<file path="src/shared/ifc_pkg.sv">
package ifc_pkg;

    // ****************************************
    // bus and data widths
    // ****************************************
    localparam int ADDR_W = 8;
    localparam int DATA_W = 8;
    localparam int BUF_COUNT_W = 7;
    localparam int IRQ_W = 4;

    // ****************************************
    // register offsets
    // ****************************************
    localparam logic [7:0] ADDR_BUF_STATUS = 8'h0d;
    localparam logic [7:0] ADDR_FILL_TX = 8'h0e;
    localparam logic [7:0] ADDR_ALERT_LEVEL = 8'h0f;
    localparam logic [7:0] ADDR_MODE_CFG = 8'h20;
    localparam logic [7:0] ADDR_BUF_LEVEL = 8'h21;
    localparam logic [7:0] ADDR_IRQ_STATUS = 8'h22;
    localparam logic [7:0] ADDR_IRQ_MASK = 8'h23;

    // ****************************************
    // field positions
    // ****************************************
    localparam int FT_FILL_METHOD = 7;
    localparam int FT_LOAD_ACTIVE = 6;
    localparam int FT_TX_DONE = 5;
    localparam int FT_LAUNCH = 4;
    localparam int FT_ALERT_EN = 3;
    localparam int FT_ALERT_FLAG = 2;
    localparam int FT_LOCK_FLAG = 1;
    localparam int FT_LOCK_EN = 0;
    localparam int BS_FULL = 2;
    localparam int BS_NOT_EMPTY = 1;
    localparam int BS_OVERFLOW = 0;
    localparam int EV_TX_DONE = 0;
    localparam int EV_ALERT = 1;
    localparam int EV_OVERRUN = 2;
    localparam int EV_FILL_START = 3;

    // ****************************************
    // reset values and scale
    // ****************************************
    localparam logic [7:0] FILL_TX_RESET = 8'h01;
    localparam logic [7:0] ALERT_LEVEL_RESET = 8'h00;
    localparam logic [7:0] BUF_LEVEL_RESET = 8'h00;
    localparam logic [3:0] IRQ_RESET = 4'h0;
    localparam int STRENGTH_MILLI_DB_PER_LSB = 500;

    // ****************************************
    // types
    // ****************************************
    typedef enum logic [1:0] {
        MODE_CONT = 2'b00,
        MODE_BUF = 2'b01,
        MODE_PKT = 2'b10,
        MODE_PKT_ALT = 2'b11
    } ifc_mode_t;

    typedef enum logic [1:0] {
        FS_IDLE = 2'b00,
        FS_ARMED = 2'b01,
        FS_FILLING = 2'b10
    } ifc_fill_state_t;

    typedef struct packed {
        logic [7:0] addr;
        logic [7:0] wdata;
        logic wr;
        logic rd;
    } ifc_bus_req_t;

    typedef struct packed {
        logic [6:0] count;
        logic full;
        logic empty;
        logic overrun;
    } ifc_buf_stat_t;

endpackage : ifc_pkg

</file>
<file path="src/verilog/ifc_tx_launch.sv">
`timescale 1ns/1ns
module ifc_tx_launch (
    input wire ifc_pkg::ifc_mode_t mode, // data handling mode
    input wire logic launchOnAny, // launch condition bit
    input wire ifc_pkg::ifc_buf_stat_t bufStat, // buffer state
    input wire logic [7:0] levelSetting, // buffer level setting
    output logic launchOk, // transmit may start
    output logic irq0Src // source for interrupt pin zero
);

    logic notEmpty;
    logic levelReached;

    // ****************************************
    // launch condition and pin zero source
    // ****************************************
    always_comb begin
        notEmpty = !bufStat.empty;
        levelReached = {1'b0, bufStat.count} >= levelSetting;
        launchOk = 1'b0;
        irq0Src = 1'b0;
        if (mode == ifc_pkg::MODE_BUF) begin
            launchOk = launchOnAny ? notEmpty : bufStat.full;
            irq0Src = notEmpty;
        end else if (mode[1]) begin
            launchOk = launchOnAny ? notEmpty : levelReached;
            irq0Src = launchOnAny ? notEmpty : levelReached;
        end
    end

endmodule : ifc_tx_launch

</file>
<file path="src/verilog/ifc_status_ctrl.sv">
// The address-and-strobe port was chosen for this implementation.
`timescale 1ns/1ns
module ifc_status_ctrl (
    input wire logic sys_clk, // 50 MHz clock
    input wire logic rst, // asynchronous reset, active high
    input wire ifc_pkg::ifc_bus_req_t busReq, // register access
    output logic [7:0] rdata, // read data, cycle after read
    input wire logic syncDetected, // sync word found pulse
    input wire ifc_pkg::ifc_buf_stat_t bufStat, // buffer state
    output logic bufFillEn, // buffer accepts received bytes
    output logic bufFlush, // one-cycle buffer clear
    input wire logic txMode, // transmitter active
    input wire logic shiftDone, // last bit left shift register
    output logic txStart, // transmit launch level
    output logic irq0, // interrupt pin zero level
    input wire logic [7:0] strength, // received strength, half dB steps
    input wire logic pllLocked, // synthesizer lock detect
    output logic lockPinOut, // lock pin value
    output logic lockPinOe, // lock pin drive enable
    output logic irq // combined interrupt level
);

    // ****************************************
    // register state
    // ****************************************
    logic [7:0] fillTx_reg, fillTx_next;
    logic [7:0] alertLevel_reg, alertLevel_next;
    logic [7:0] bufLevel_reg, bufLevel_next;
    ifc_pkg::ifc_mode_t mode_reg, mode_next;
    logic overflow_reg, overflow_next;
    logic [3:0] irqStatus_reg, irqStatus_next;
    logic [3:0] irqMask_reg, irqMask_next;
    ifc_pkg::ifc_fill_state_t fill_reg, fill_next;
    logic [7:0] rdata_reg, rdata_next;
    logic flush_reg, flush_next;
    logic txStart_reg, txStart_next;
    logic irq0_reg, irq0_next;
    logic txStartRaw, irq0Raw;
    logic wrFt, wrBs, buffered, manual, alertHit, fillStart;
    logic [3:0] events;

    ifc_tx_launch launch (
        .mode(mode_reg),
        .launchOnAny(fillTx_reg[ifc_pkg::FT_LAUNCH]),
        .bufStat(bufStat),
        .levelSetting(bufLevel_reg),
        .launchOk(txStartRaw),
        .irq0Src(irq0Raw)
    );

    // ****************************************
    // decode
    // ****************************************
    always_comb begin
        wrFt = busReq.wr && busReq.addr == ifc_pkg::ADDR_FILL_TX;
        wrBs = busReq.wr && busReq.addr == ifc_pkg::ADDR_BUF_STATUS;
        buffered = mode_reg == ifc_pkg::MODE_BUF;
        manual = fillTx_reg[ifc_pkg::FT_FILL_METHOD];
        // level is coded like the strength reading, so compare raw
        alertHit = fillTx_reg[ifc_pkg::FT_ALERT_EN]
            && strength > alertLevel_reg;
    end

    // ****************************************
    // buffer fill control
    // ****************************************
    always_comb begin
        fill_next = fill_reg;
        fillStart = 1'b0;
        if (!buffered) begin
            fill_next = ifc_pkg::FS_IDLE;
        end else if (manual) begin
            if (wrFt) begin
                fill_next = busReq.wdata[ifc_pkg::FT_LOAD_ACTIVE]
                    ? ifc_pkg::FS_FILLING : ifc_pkg::FS_IDLE;
            end else if (fill_reg == ifc_pkg::FS_ARMED) begin
                fill_next = ifc_pkg::FS_IDLE;
            end
        end else begin
            case (fill_reg)
                ifc_pkg::FS_IDLE: begin
                    fill_next = ifc_pkg::FS_ARMED;
                end
                ifc_pkg::FS_ARMED: begin
                    if (syncDetected) begin
                        fill_next = ifc_pkg::FS_FILLING;
                        fillStart = 1'b1;
                    end
                end
                ifc_pkg::FS_FILLING: begin
                    // a sync in the clearing cycle keeps the fill running, with no rearm
                    if (wrFt && busReq.wdata[ifc_pkg::FT_LOAD_ACTIVE]
                        && !overflow_reg && !syncDetected) begin
                        fill_next = ifc_pkg::FS_ARMED;
                    end
                end
                default: begin
                    fill_next = ifc_pkg::FS_IDLE;
                end
            endcase
        end
    end

    // ****************************************
    // configuration and flags
    // ****************************************
    always_comb begin
        fillTx_next = fillTx_reg;
        alertLevel_next = alertLevel_reg;
        bufLevel_next = bufLevel_reg;
        mode_next = mode_reg;
        overflow_next = overflow_reg;
        irqMask_next = irqMask_reg;
        flush_next = 1'b0;
        if (wrFt) begin
            fillTx_next[ifc_pkg::FT_FILL_METHOD] =
                busReq.wdata[ifc_pkg::FT_FILL_METHOD];
            fillTx_next[ifc_pkg::FT_LAUNCH] =
                busReq.wdata[ifc_pkg::FT_LAUNCH];
            fillTx_next[ifc_pkg::FT_ALERT_EN] =
                busReq.wdata[ifc_pkg::FT_ALERT_EN];
            fillTx_next[ifc_pkg::FT_LOCK_EN] =
                busReq.wdata[ifc_pkg::FT_LOCK_EN];
            if (busReq.wdata[ifc_pkg::FT_ALERT_FLAG]) begin
                fillTx_next[ifc_pkg::FT_ALERT_FLAG] = 1'b0;
            end
            if (busReq.wdata[ifc_pkg::FT_LOCK_FLAG]) begin
                fillTx_next[ifc_pkg::FT_LOCK_FLAG] = 1'b0;
            end
        end
        if (wrBs && busReq.wdata[ifc_pkg::BS_OVERFLOW]) begin
            overflow_next = 1'b0;
            flush_next = 1'b1;
        end
        // sets come last so an event in a clear cycle is kept
        if (bufStat.overrun) begin
            overflow_next = 1'b1;
        end
        if (alertHit) begin
            fillTx_next[ifc_pkg::FT_ALERT_FLAG] = 1'b1;
        end
        if (pllLocked) begin
            fillTx_next[ifc_pkg::FT_LOCK_FLAG] = 1'b1;
        end
        // read-only done flag drops when the next launch begins
        if (txStart_reg) begin
            fillTx_next[ifc_pkg::FT_TX_DONE] = 1'b0;
        end
        if (shiftDone) begin
            fillTx_next[ifc_pkg::FT_TX_DONE] = 1'b1;
        end
        fillTx_next[ifc_pkg::FT_LOAD_ACTIVE] =
            fill_next == ifc_pkg::FS_FILLING;
        if (busReq.wr && busReq.addr == ifc_pkg::ADDR_ALERT_LEVEL) begin
            alertLevel_next = busReq.wdata;
        end
        if (busReq.wr && busReq.addr == ifc_pkg::ADDR_BUF_LEVEL) begin
            bufLevel_next = busReq.wdata;
        end
        if (busReq.wr && busReq.addr == ifc_pkg::ADDR_MODE_CFG) begin
            mode_next = ifc_pkg::ifc_mode_t'(busReq.wdata[1:0]);
        end
        if (busReq.wr && busReq.addr == ifc_pkg::ADDR_IRQ_MASK) begin
            irqMask_next = busReq.wdata[3:0];
        end
    end

    // ****************************************
    // interrupt status, launch, read data
    // ****************************************
    always_comb begin
        events = '0;
        events[ifc_pkg::EV_TX_DONE] = shiftDone;
        events[ifc_pkg::EV_ALERT] = alertHit;
        events[ifc_pkg::EV_OVERRUN] = bufStat.overrun;
        events[ifc_pkg::EV_FILL_START] = fillStart;
        irqStatus_next = irqStatus_reg;
        if (busReq.wr && busReq.addr == ifc_pkg::ADDR_IRQ_STATUS) begin
            irqStatus_next = irqStatus_reg & ~busReq.wdata[3:0];
        end
        irqStatus_next = irqStatus_next | events;
        txStart_next = txMode && txStartRaw;
        irq0_next = irq0Raw;
        rdata_next = 8'h00;
        if (busReq.rd) begin
            case (busReq.addr)
                ifc_pkg::ADDR_BUF_STATUS: begin
                    rdata_next = {5'h00, bufStat.full, !bufStat.empty,
                        overflow_reg};
                end
                ifc_pkg::ADDR_FILL_TX: rdata_next = fillTx_reg;
                ifc_pkg::ADDR_ALERT_LEVEL: rdata_next = alertLevel_reg;
                ifc_pkg::ADDR_MODE_CFG: rdata_next = {6'h00, mode_reg};
                ifc_pkg::ADDR_BUF_LEVEL: rdata_next = bufLevel_reg;
                ifc_pkg::ADDR_IRQ_STATUS: rdata_next = {4'h0, irqStatus_reg};
                ifc_pkg::ADDR_IRQ_MASK: rdata_next = {4'h0, irqMask_reg};
                default: rdata_next = 8'h00;
            endcase
        end
    end

    // ****************************************
    // registers
    // ****************************************
    always_ff @(posedge sys_clk or posedge rst) begin
        if (rst) begin
            fillTx_reg <= ifc_pkg::FILL_TX_RESET;
            alertLevel_reg <= ifc_pkg::ALERT_LEVEL_RESET;
            bufLevel_reg <= ifc_pkg::BUF_LEVEL_RESET;
            mode_reg <= ifc_pkg::MODE_CONT;
            overflow_reg <= 1'b0;
            irqStatus_reg <= ifc_pkg::IRQ_RESET;
            irqMask_reg <= ifc_pkg::IRQ_RESET;
            fill_reg <= ifc_pkg::FS_IDLE;
            rdata_reg <= 8'h00;
            flush_reg <= 1'b0;
            txStart_reg <= 1'b0;
            irq0_reg <= 1'b0;
        end else begin
            fillTx_reg <= fillTx_next;
            alertLevel_reg <= alertLevel_next;
            bufLevel_reg <= bufLevel_next;
            mode_reg <= mode_next;
            overflow_reg <= overflow_next;
            irqStatus_reg <= irqStatus_next;
            irqMask_reg <= irqMask_next;
            fill_reg <= fill_next;
            rdata_reg <= rdata_next;
            flush_reg <= flush_next;
            txStart_reg <= txStart_next;
            irq0_reg <= irq0_next;
        end
    end

    // ****************************************
    // outputs
    // ****************************************
    always_comb begin
        rdata = rdata_reg;
        bufFillEn = buffered && fill_reg == ifc_pkg::FS_FILLING;
        bufFlush = flush_reg;
        txStart = txStart_reg;
        irq0 = irq0_reg;
        irq = |(irqStatus_reg & irqMask_reg);
        lockPinOut = pllLocked;
        lockPinOe = fillTx_reg[ifc_pkg::FT_LOCK_EN];
    end
endmodule : ifc_status_ctrl

</file>
<file path="config.mk">
export PLATFORM = sky130hd
export DESIGN_NAME = ifc_status_ctrl
export DESIGN_NICKNAME = d
export VERILOG_FILES = /design/src/shared/ifc_pkg.sv /design/src/verilog/ifc_tx_launch.sv /design/src/verilog/ifc_status_ctrl.sv
export SDC_FILE = /design/constraint.sdc
export NUM_CORES = 1
export LEC_CHECK = 0
export ABC_CLOCK_PERIOD_IN_PS = 4250
export BUFFER_PORTS_ARGS = -buffer_cell sky130_fd_sc_hd__buf_4
export CORE_UTILIZATION = 25
export DETAILED_ROUTE_END_ITERATION = 8
export PLACE_DENSITY = 0.4
export SLEW_MARGIN = 20
export SYNTH_ARGS = -nofsm -noshare
export SYNTH_HDL_FRONTEND = slang
export SYNTH_SLANG_ARGS = --single-unit
</file>
<file path="constraint.sdc">
create_clock -name sys_clk -period 4.25 [get_ports sys_clk]
set_input_delay 0 -clock sys_clk [delete_from_list [all_inputs] [get_ports sys_clk]]
set_output_delay 0 -clock sys_clk [all_outputs]
set_load 0.01 [all_outputs]
</file>
==> results of run 1 <==
[routing by layer]
layer	part of all wire [%]	track usage [%]
met1	49	20.2
met2	45	21.4
met3	4.0	2.68
met4	2.0	4.29
met5	0	0
[critical path, delay by kind of cell (launching register included)]
family | cells | cell delay, ps
AND/OR/NAND/NOR | 1 | 160
adder cells (fa/ha/maj) | 1 | 290
AO/OA/AOI/OAI | 4 | 810
flip-flops | 1 | 440
[cell usage in the layout (no fill, tap or decap), drive strengths merged, types with 11 or more instances in the layout]
cell type,instances
a21oi,11
nand2,21
dlygate4sd3,13
dfrtp,47
inv,22
nor2,12
o21ai,12
ha,15
buf,56
mux2,23
[worst paths after layout]
check,slack (ps),start,to,cells after the start
min,30,busReq[2],bufLevel_reg[0]$_DFFE_PP0P_,2
max in group asynchronous,3340,rst,irqStatus_reg[0]$_DFF_PP0_,3
min reg2reg,490,fillTx_reg[2]$_DFFE_PP0P_,fillTx_reg[2]$_DFFE_PP0P_,1
max,2420,bufLevel_reg[0]$_DFFE_PP0P_,txStart$_DFF_PP0_,6
max reg2reg,2420,bufLevel_reg[0]$_DFFE_PP0P_,txStart$_DFF_PP0_,6
min in group asynchronous,400,rst,rdata[4]$_DFF_PP0_,3
[through the flow]
| step | power (W) | area, um2 | util [%] | setup slack, ps | hold slack [ps] |
|---|---|---|---|---|---|
| detailed placement | 0.000655 | 3170 | 30.9 | 2360 | 196 |
| global route | 0.00107 | 3430 | 33.4 | 2280 | 19.4 |
| CTS | 0.00103 | 3430 | 33.4 | 2420 | 22.1 |
| finish | 0.00102 | 3430 | 33.4 | 2420 | 29.6 |
| floorplan | 0.000584 | 2630 | - | 2750 | 91.8 |
| global placement | 0.000655 | 3170 | 30.9 | 2370 | 195 |
[logic make-up (layout without fill, tap and decap cells)]
logic type | count (synthesis) | after routing | synth area share (%)
AND/OR/NAND/NOR | 68 | 68 | 14.6
AO/OA/AOI/OAI | 57 | 57 | 14.4
flip-flops | 48 | 48 | 45.7
buffers and inverters | 31 | 100 | 5.00
multiplexers | 29 | 29 | 13.1
adder cells (fa/ha/maj) | 15 | 15 | 7.14
[what timing repair did]
item	in CTS	in global routing
hold buffers	13	0
endpoints found under the hold margin	39	0
setup endpoints to repair	0	0
[power by group through the flow]
stage                     registers (W)  clock network (W)  logic [W]
after global routing           0.000505           0.000391   0.000172
after global placement         0.000509                  0   0.000145
after floorplan                0.000501                  0  0.0000822
final                          0.000500           0.000365   0.000153
after CTS                      0.000500           0.000376   0.000156
after detailed placement       0.000509                  0   0.000146
[final cells by class]
class | count | area [um2]
Multi-Input combinational cell | 169 | 1290
Fill cell | 1079 | 6850
Sequential cell | 48 | 1200
Tap cell | 136 | 170
Clock buffer | 7 | 96.3
Clock inverter | 1 | 30.0
Timing Repair Buffer | 69 | 551
Inverter | 23 | 87.6
==> flow_metrics.tcl, run 1 <==
set metrics [dict create \
    status "finished, final reports clean" \
    drt-vias-per-instance 4.62 \
    dp.cells 432 \
    wire_per_inst_um 16.0 \
    crit_fanout 3 \
    synthCells 248 \
    rsz0062_at_grt "false" \
    cap_violations 0 \
    clockBufferDepth 2 \
    drive_gt1_share_pct 30.9 \
    ys_top_cells_by_area "dfrtp_1 (45%), mux2_2 (9.9%), ha_1 (7.1%), inv_1 (3.3%), nand2_1 (3.0%)" \
    htreeDepth 2 \
    start_util_pct 25.6 \
    cp.arrival_ps 2000 \
    synth_top_area_share_pct 44.7 \
    yosys_warnings 0 \
    vias 2093 \
    cts_setup_buffers 0 \
    die_w_um 105 \
    layoutNonFillerInstCount 453 \
    yosysTopAreaCell "dfrtp_1" \
    overflow 0 \
    syn-num-nets 305 \
    vdd_ir_drop_max_v 0.000184 \
    antenna_found_initial 0 \
    first_pass_iters 4 \
    grt_max_degree 49 \
    diodes 0 \
    hpwl_mm 5.66 \
    p_switching_w 0.000250 \
    power_per_cell_area_nw_per_um2 297 \
    cts_resized 0 \
    skew_ps 5.28 \
    p_sw_share_pct 24.5 \
    yosysSeqAreaShare_pct 45.7 \
    relSlewSlack_pct 43.1 \
    crit_type "reg2reg" \
    min_path_type "in2reg" \
    power_frac_seq_pct 49.1 \
    synth.distinct_cells 45 \
    root_buffer "clkbuf_8" \
    post-synth-top-count-cell "dfrtp_1" \
    synth_edf_count 0 \
    clk_pin_slew_ps 90 \
    fp.dieArea_um2 10900 \
    synthArstFlopShare_pct 100 \
    drt-initial-drc-count 132 \
    synth_ff_type "dfrtp_1" \
    grt_pass1_wl_mm 11.8 \
    fin_crit_sh_pct 43.1 \
    worstMarginPinSlew_ps 853 \
    grtUsageTotal_pct 14.1 \
    cp_data_required_time_ps 4420 \
    syn_area_um2 2630 \
    combPwrFrac_pct 15.0 \
    nets 373 \
    startpoint_type "register" \
    avgSynthCellArea_um2 10.6 \
    grt_pass1_vias 2144 \
    ys_top_cells_by_count "dfrtp_1 (47), inv_1 (23), mux2_2 (23)" \
    slew_viol_final 0 \
    cts-buffers-inserted 5 \
    fin_crit_ps 1830 \
    power.internal_w 0.000768 \
    core_um2 10300 \
    die_h_um 105 \
    worstSetupEndpointType "register" \
    hold_viol_final 0 \
    clk_latency_ps 300 \
    p_leak_nw 1.60 \
    ant_nets 0 \
    tns_ps 0 \
    routed_wl_mm 7.24 \
    crit_slowest_cell "dfrtp_1" \
    p_clk_share_pct 35.9 \
    cts_tree "done" \
    rows 37 \
    port_buffers 56 \
    finalSetupViolCount 0 \
    ys_ff_latch 48 \
    io_pins 57 \
    place.gp.congestion 0.711 \
    drc 0 \
    syn_to_final_growth_pct 30.6 \
    cp_slowest_stage_delay_ps 440 \
    cp_cell_sequence "ha_1 > and3_1 > o21ai_0 > a31oi_1 > o31ai_1 > a21boi_0" \
    max_freq_ghz 0.546 \
    clock-sinks 48 \
]
No activity file was read; power rests on OpenSTA's default activity.
==> inputs of run 2 (changes only) <==
ABC_CLOCK_PERIOD_IN_PS = 1850   (was 4250)
clock period = 1.85 ns   (was 4.25 ns; I/O delays follow)
==> flow_metrics.tcl, run 2 (synthesis gave the netlist of run 1 again) <==
set metrics [dict create \
    io_pins 57 \
    power_per_cell_area_nw_per_um2 653 \
    ant_nets 0 \
    diodes 0 \
    nFillCells 1091 \
    routed_wl_mm 7.59 \
    htreeDepth 2 \
    rows 37 \
    rsz0062_at_grt "false" \
    hold_viol_final 0 \
    layout_common_cells "buf_4 (63), dfrtp_1 (47), mux2_2 (23)" \
    total_power_w 0.00228 \
    min_path_type "in2reg" \
    fin_crit_sh_pct 91.3 \
    drt-vias-per-instance 4.59 \
    tns_ps 0 \
    crit_type "reg2reg" \
    clockBufferDepth 2 \
    die_h_um 105 \
    grtUsageMet3_pct 2.31 \
    crit_cells 7 \
    crit_family "compound AO/OA/AOI/OAI gates" \
    seq_area_um2 1200 \
    slew_viol_final 0 \
    core_um2 10300 \
    grt_pass1_vias 2182 \
    status "finished, final reports clean" \
    p_clk_share_pct 33.7 \
    cp_data_required_time_ps 2020 \
    grt_max_degree 26 \
    startpoint_type "register" \
    use_met1_pct 19.8 \
    port_buffers 56 \
    r2r.worst_path.cells 7 \
    fin_util_pct 33.9 \
    cp_cell_sequence "inv_1 > ha_1 > and3_1 > o21ai_0 > a31oi_1 > o31ai_1 > a21boi_0" \
    worstMarginPinSlew_ps 761 \
    hold_depth 2 \
    cts-buffers-inserted 5 \
    antenna_found_initial 0 \
    grt_util_met2_pct 24.3 \
    cap_violations 0 \
    grt_pass1_wl_mm 12.0 \
    grtUsageTotal_pct 14.5 \
    clock-sinks 48 \
    p_leak_nw 1.63 \
    final_common_cell "buf_4" \
    clk_latency_ps 300 \
    overflow 0 \
    root_buffer "clkbuf_8" \
    syn_to_final_growth_pct 32.6 \
    power_frac_seq_pct 50.5 \
    combPwrFrac_pct 15.8 \
    relSlewSlack_pct 48.9 \
    multi_input_area_um2 1290 \
    drive_gt1_share_pct 32.3 \
    fp.dieArea_um2 10900 \
    crit_slowest_cell "dfrtp_1" \
    p_switching_w 0.000581 \
    skew_ps 11.3 \
    place.gp.congestion 0.776 \
    vias 2115 \
    hold-worst-slack_ps 15.8 \
    vdd_ir_drop_max_v 0.000350 \
    max_freq_ghz 0.592 \
    wire_per_inst_um 16.5 \
    cp_slowest_stage_delay_ps 390 \
    finalSetupViolCount 0 \
    first_pass_iters 4 \
    p_sw_share_pct 25.5 \
    power.internal_w 0.00170 \
    die_w_um 105 \
    nets 381 \
    worstSetupEndpointType "register" \
    cp.arrival_ps 1860 \
    clk_pin_slew_ps 90 \
    cts_tree "done" \
    top_usage_layer "met2" \
    drc 0 \
    critPathBufInv 1 \
    crit_fanout 2 \
    start_util_pct 25.6 \
    fin_crit_ps 1690 \
    hpwl_mm 5.92 \
    drt-initial-drc-count 84 \
]
[run 2: repair_timing]
action,CTS,global route
gates resized for setup,0,1
setup buffers,0,0
endpoints found under the hold margin,48,0
endpoints found under the setup margin,0,1
hold buffers,13,0
[run 2: routing by layer]
layer,vias up,wire (um)
li1,1036,-
met1,1035,3710
met2,42,3630
met3,2,223
met4,0,31
met5,-,0
[run 2: worst register-to-register path: cells and delay by family (launching register included)]
family                     cells  cell delay (ps)
AOI/OAI and AO/OA              4              700
buffers and inverters          1               70
adders and majority gates      1              230
and+or+nand+nor                1              180
DFF                            1              390
[run 2: final timing paths]
| check | startpoint | end | slack (ps) |
|---|---|---|---|
| setup reg to reg | bufLevel_reg[1]$_DFFE_PP0P_ | txStart$_DFF_PP0_ | 160 |
| hold reg to reg | fillTx_reg[1]$_DFFE_PP0P_ | fillTx_reg[1]$_DFFE_PP0P_ | 490 |
| hold / removal | busReq[2] | irqMask_reg[0]$_DFFE_PP0P_ | 20 |
| setup / recovery | bufLevel_reg[1]$_DFFE_PP0P_ | txStart$_DFF_PP0_ | 160 |
| max in group asynchronous | rst | fillTx_reg[0]$_DFFE_PP1P_ | 950 |
| min in group asynchronous | rst | rdata[3]$_DFF_PP0_ | 300 |
[run 2: power groups by stage]
stage | Sequential (W) | Clock [W] | Combinational [W]
floorplan | 0.00115 | 0 | 0.000189
finish | 0.00115 | 0.000768 | 0.000359
global placement | 0.00117 | 0 | 0.000344
global route | 0.00116 | 0.000827 | 0.000406
detailed placement | 0.00117 | 0 | 0.000345
CTS | 0.00115 | 0.000796 | 0.000368
[run 2: final cells by class]
| cell class | count | share of cell area (%) |
|---|---|---|
| clock buffers | 6 | 2.08 |
| clock inverters | 2 | 1.01 |
| inverters | 23 | 2.48 |
| multi-input cells | 169 | 37.2 |
| flip-flops and latches | 48 | 34.5 |
| well taps | 136 | 4.88 |
| repair buffers | 77 | 17.9 |
[run 2: through the flow]
| step | setup slack [ps] | cells | cell area (um2) |
|---|---|---|---|
| 6_report | 162 | 461 | 3480 |
| 5_1_grt | 11.8 | 461 | 3480 |
| 3_5_place_dp | 183 | 440 | 3250 |
| 4_1_cts | 164 | 461 | 3480 |
| 3_3_place_gp | 204 | 440 | 3250 |
| 2_1_floorplan | 351 | 248 | 2630 |
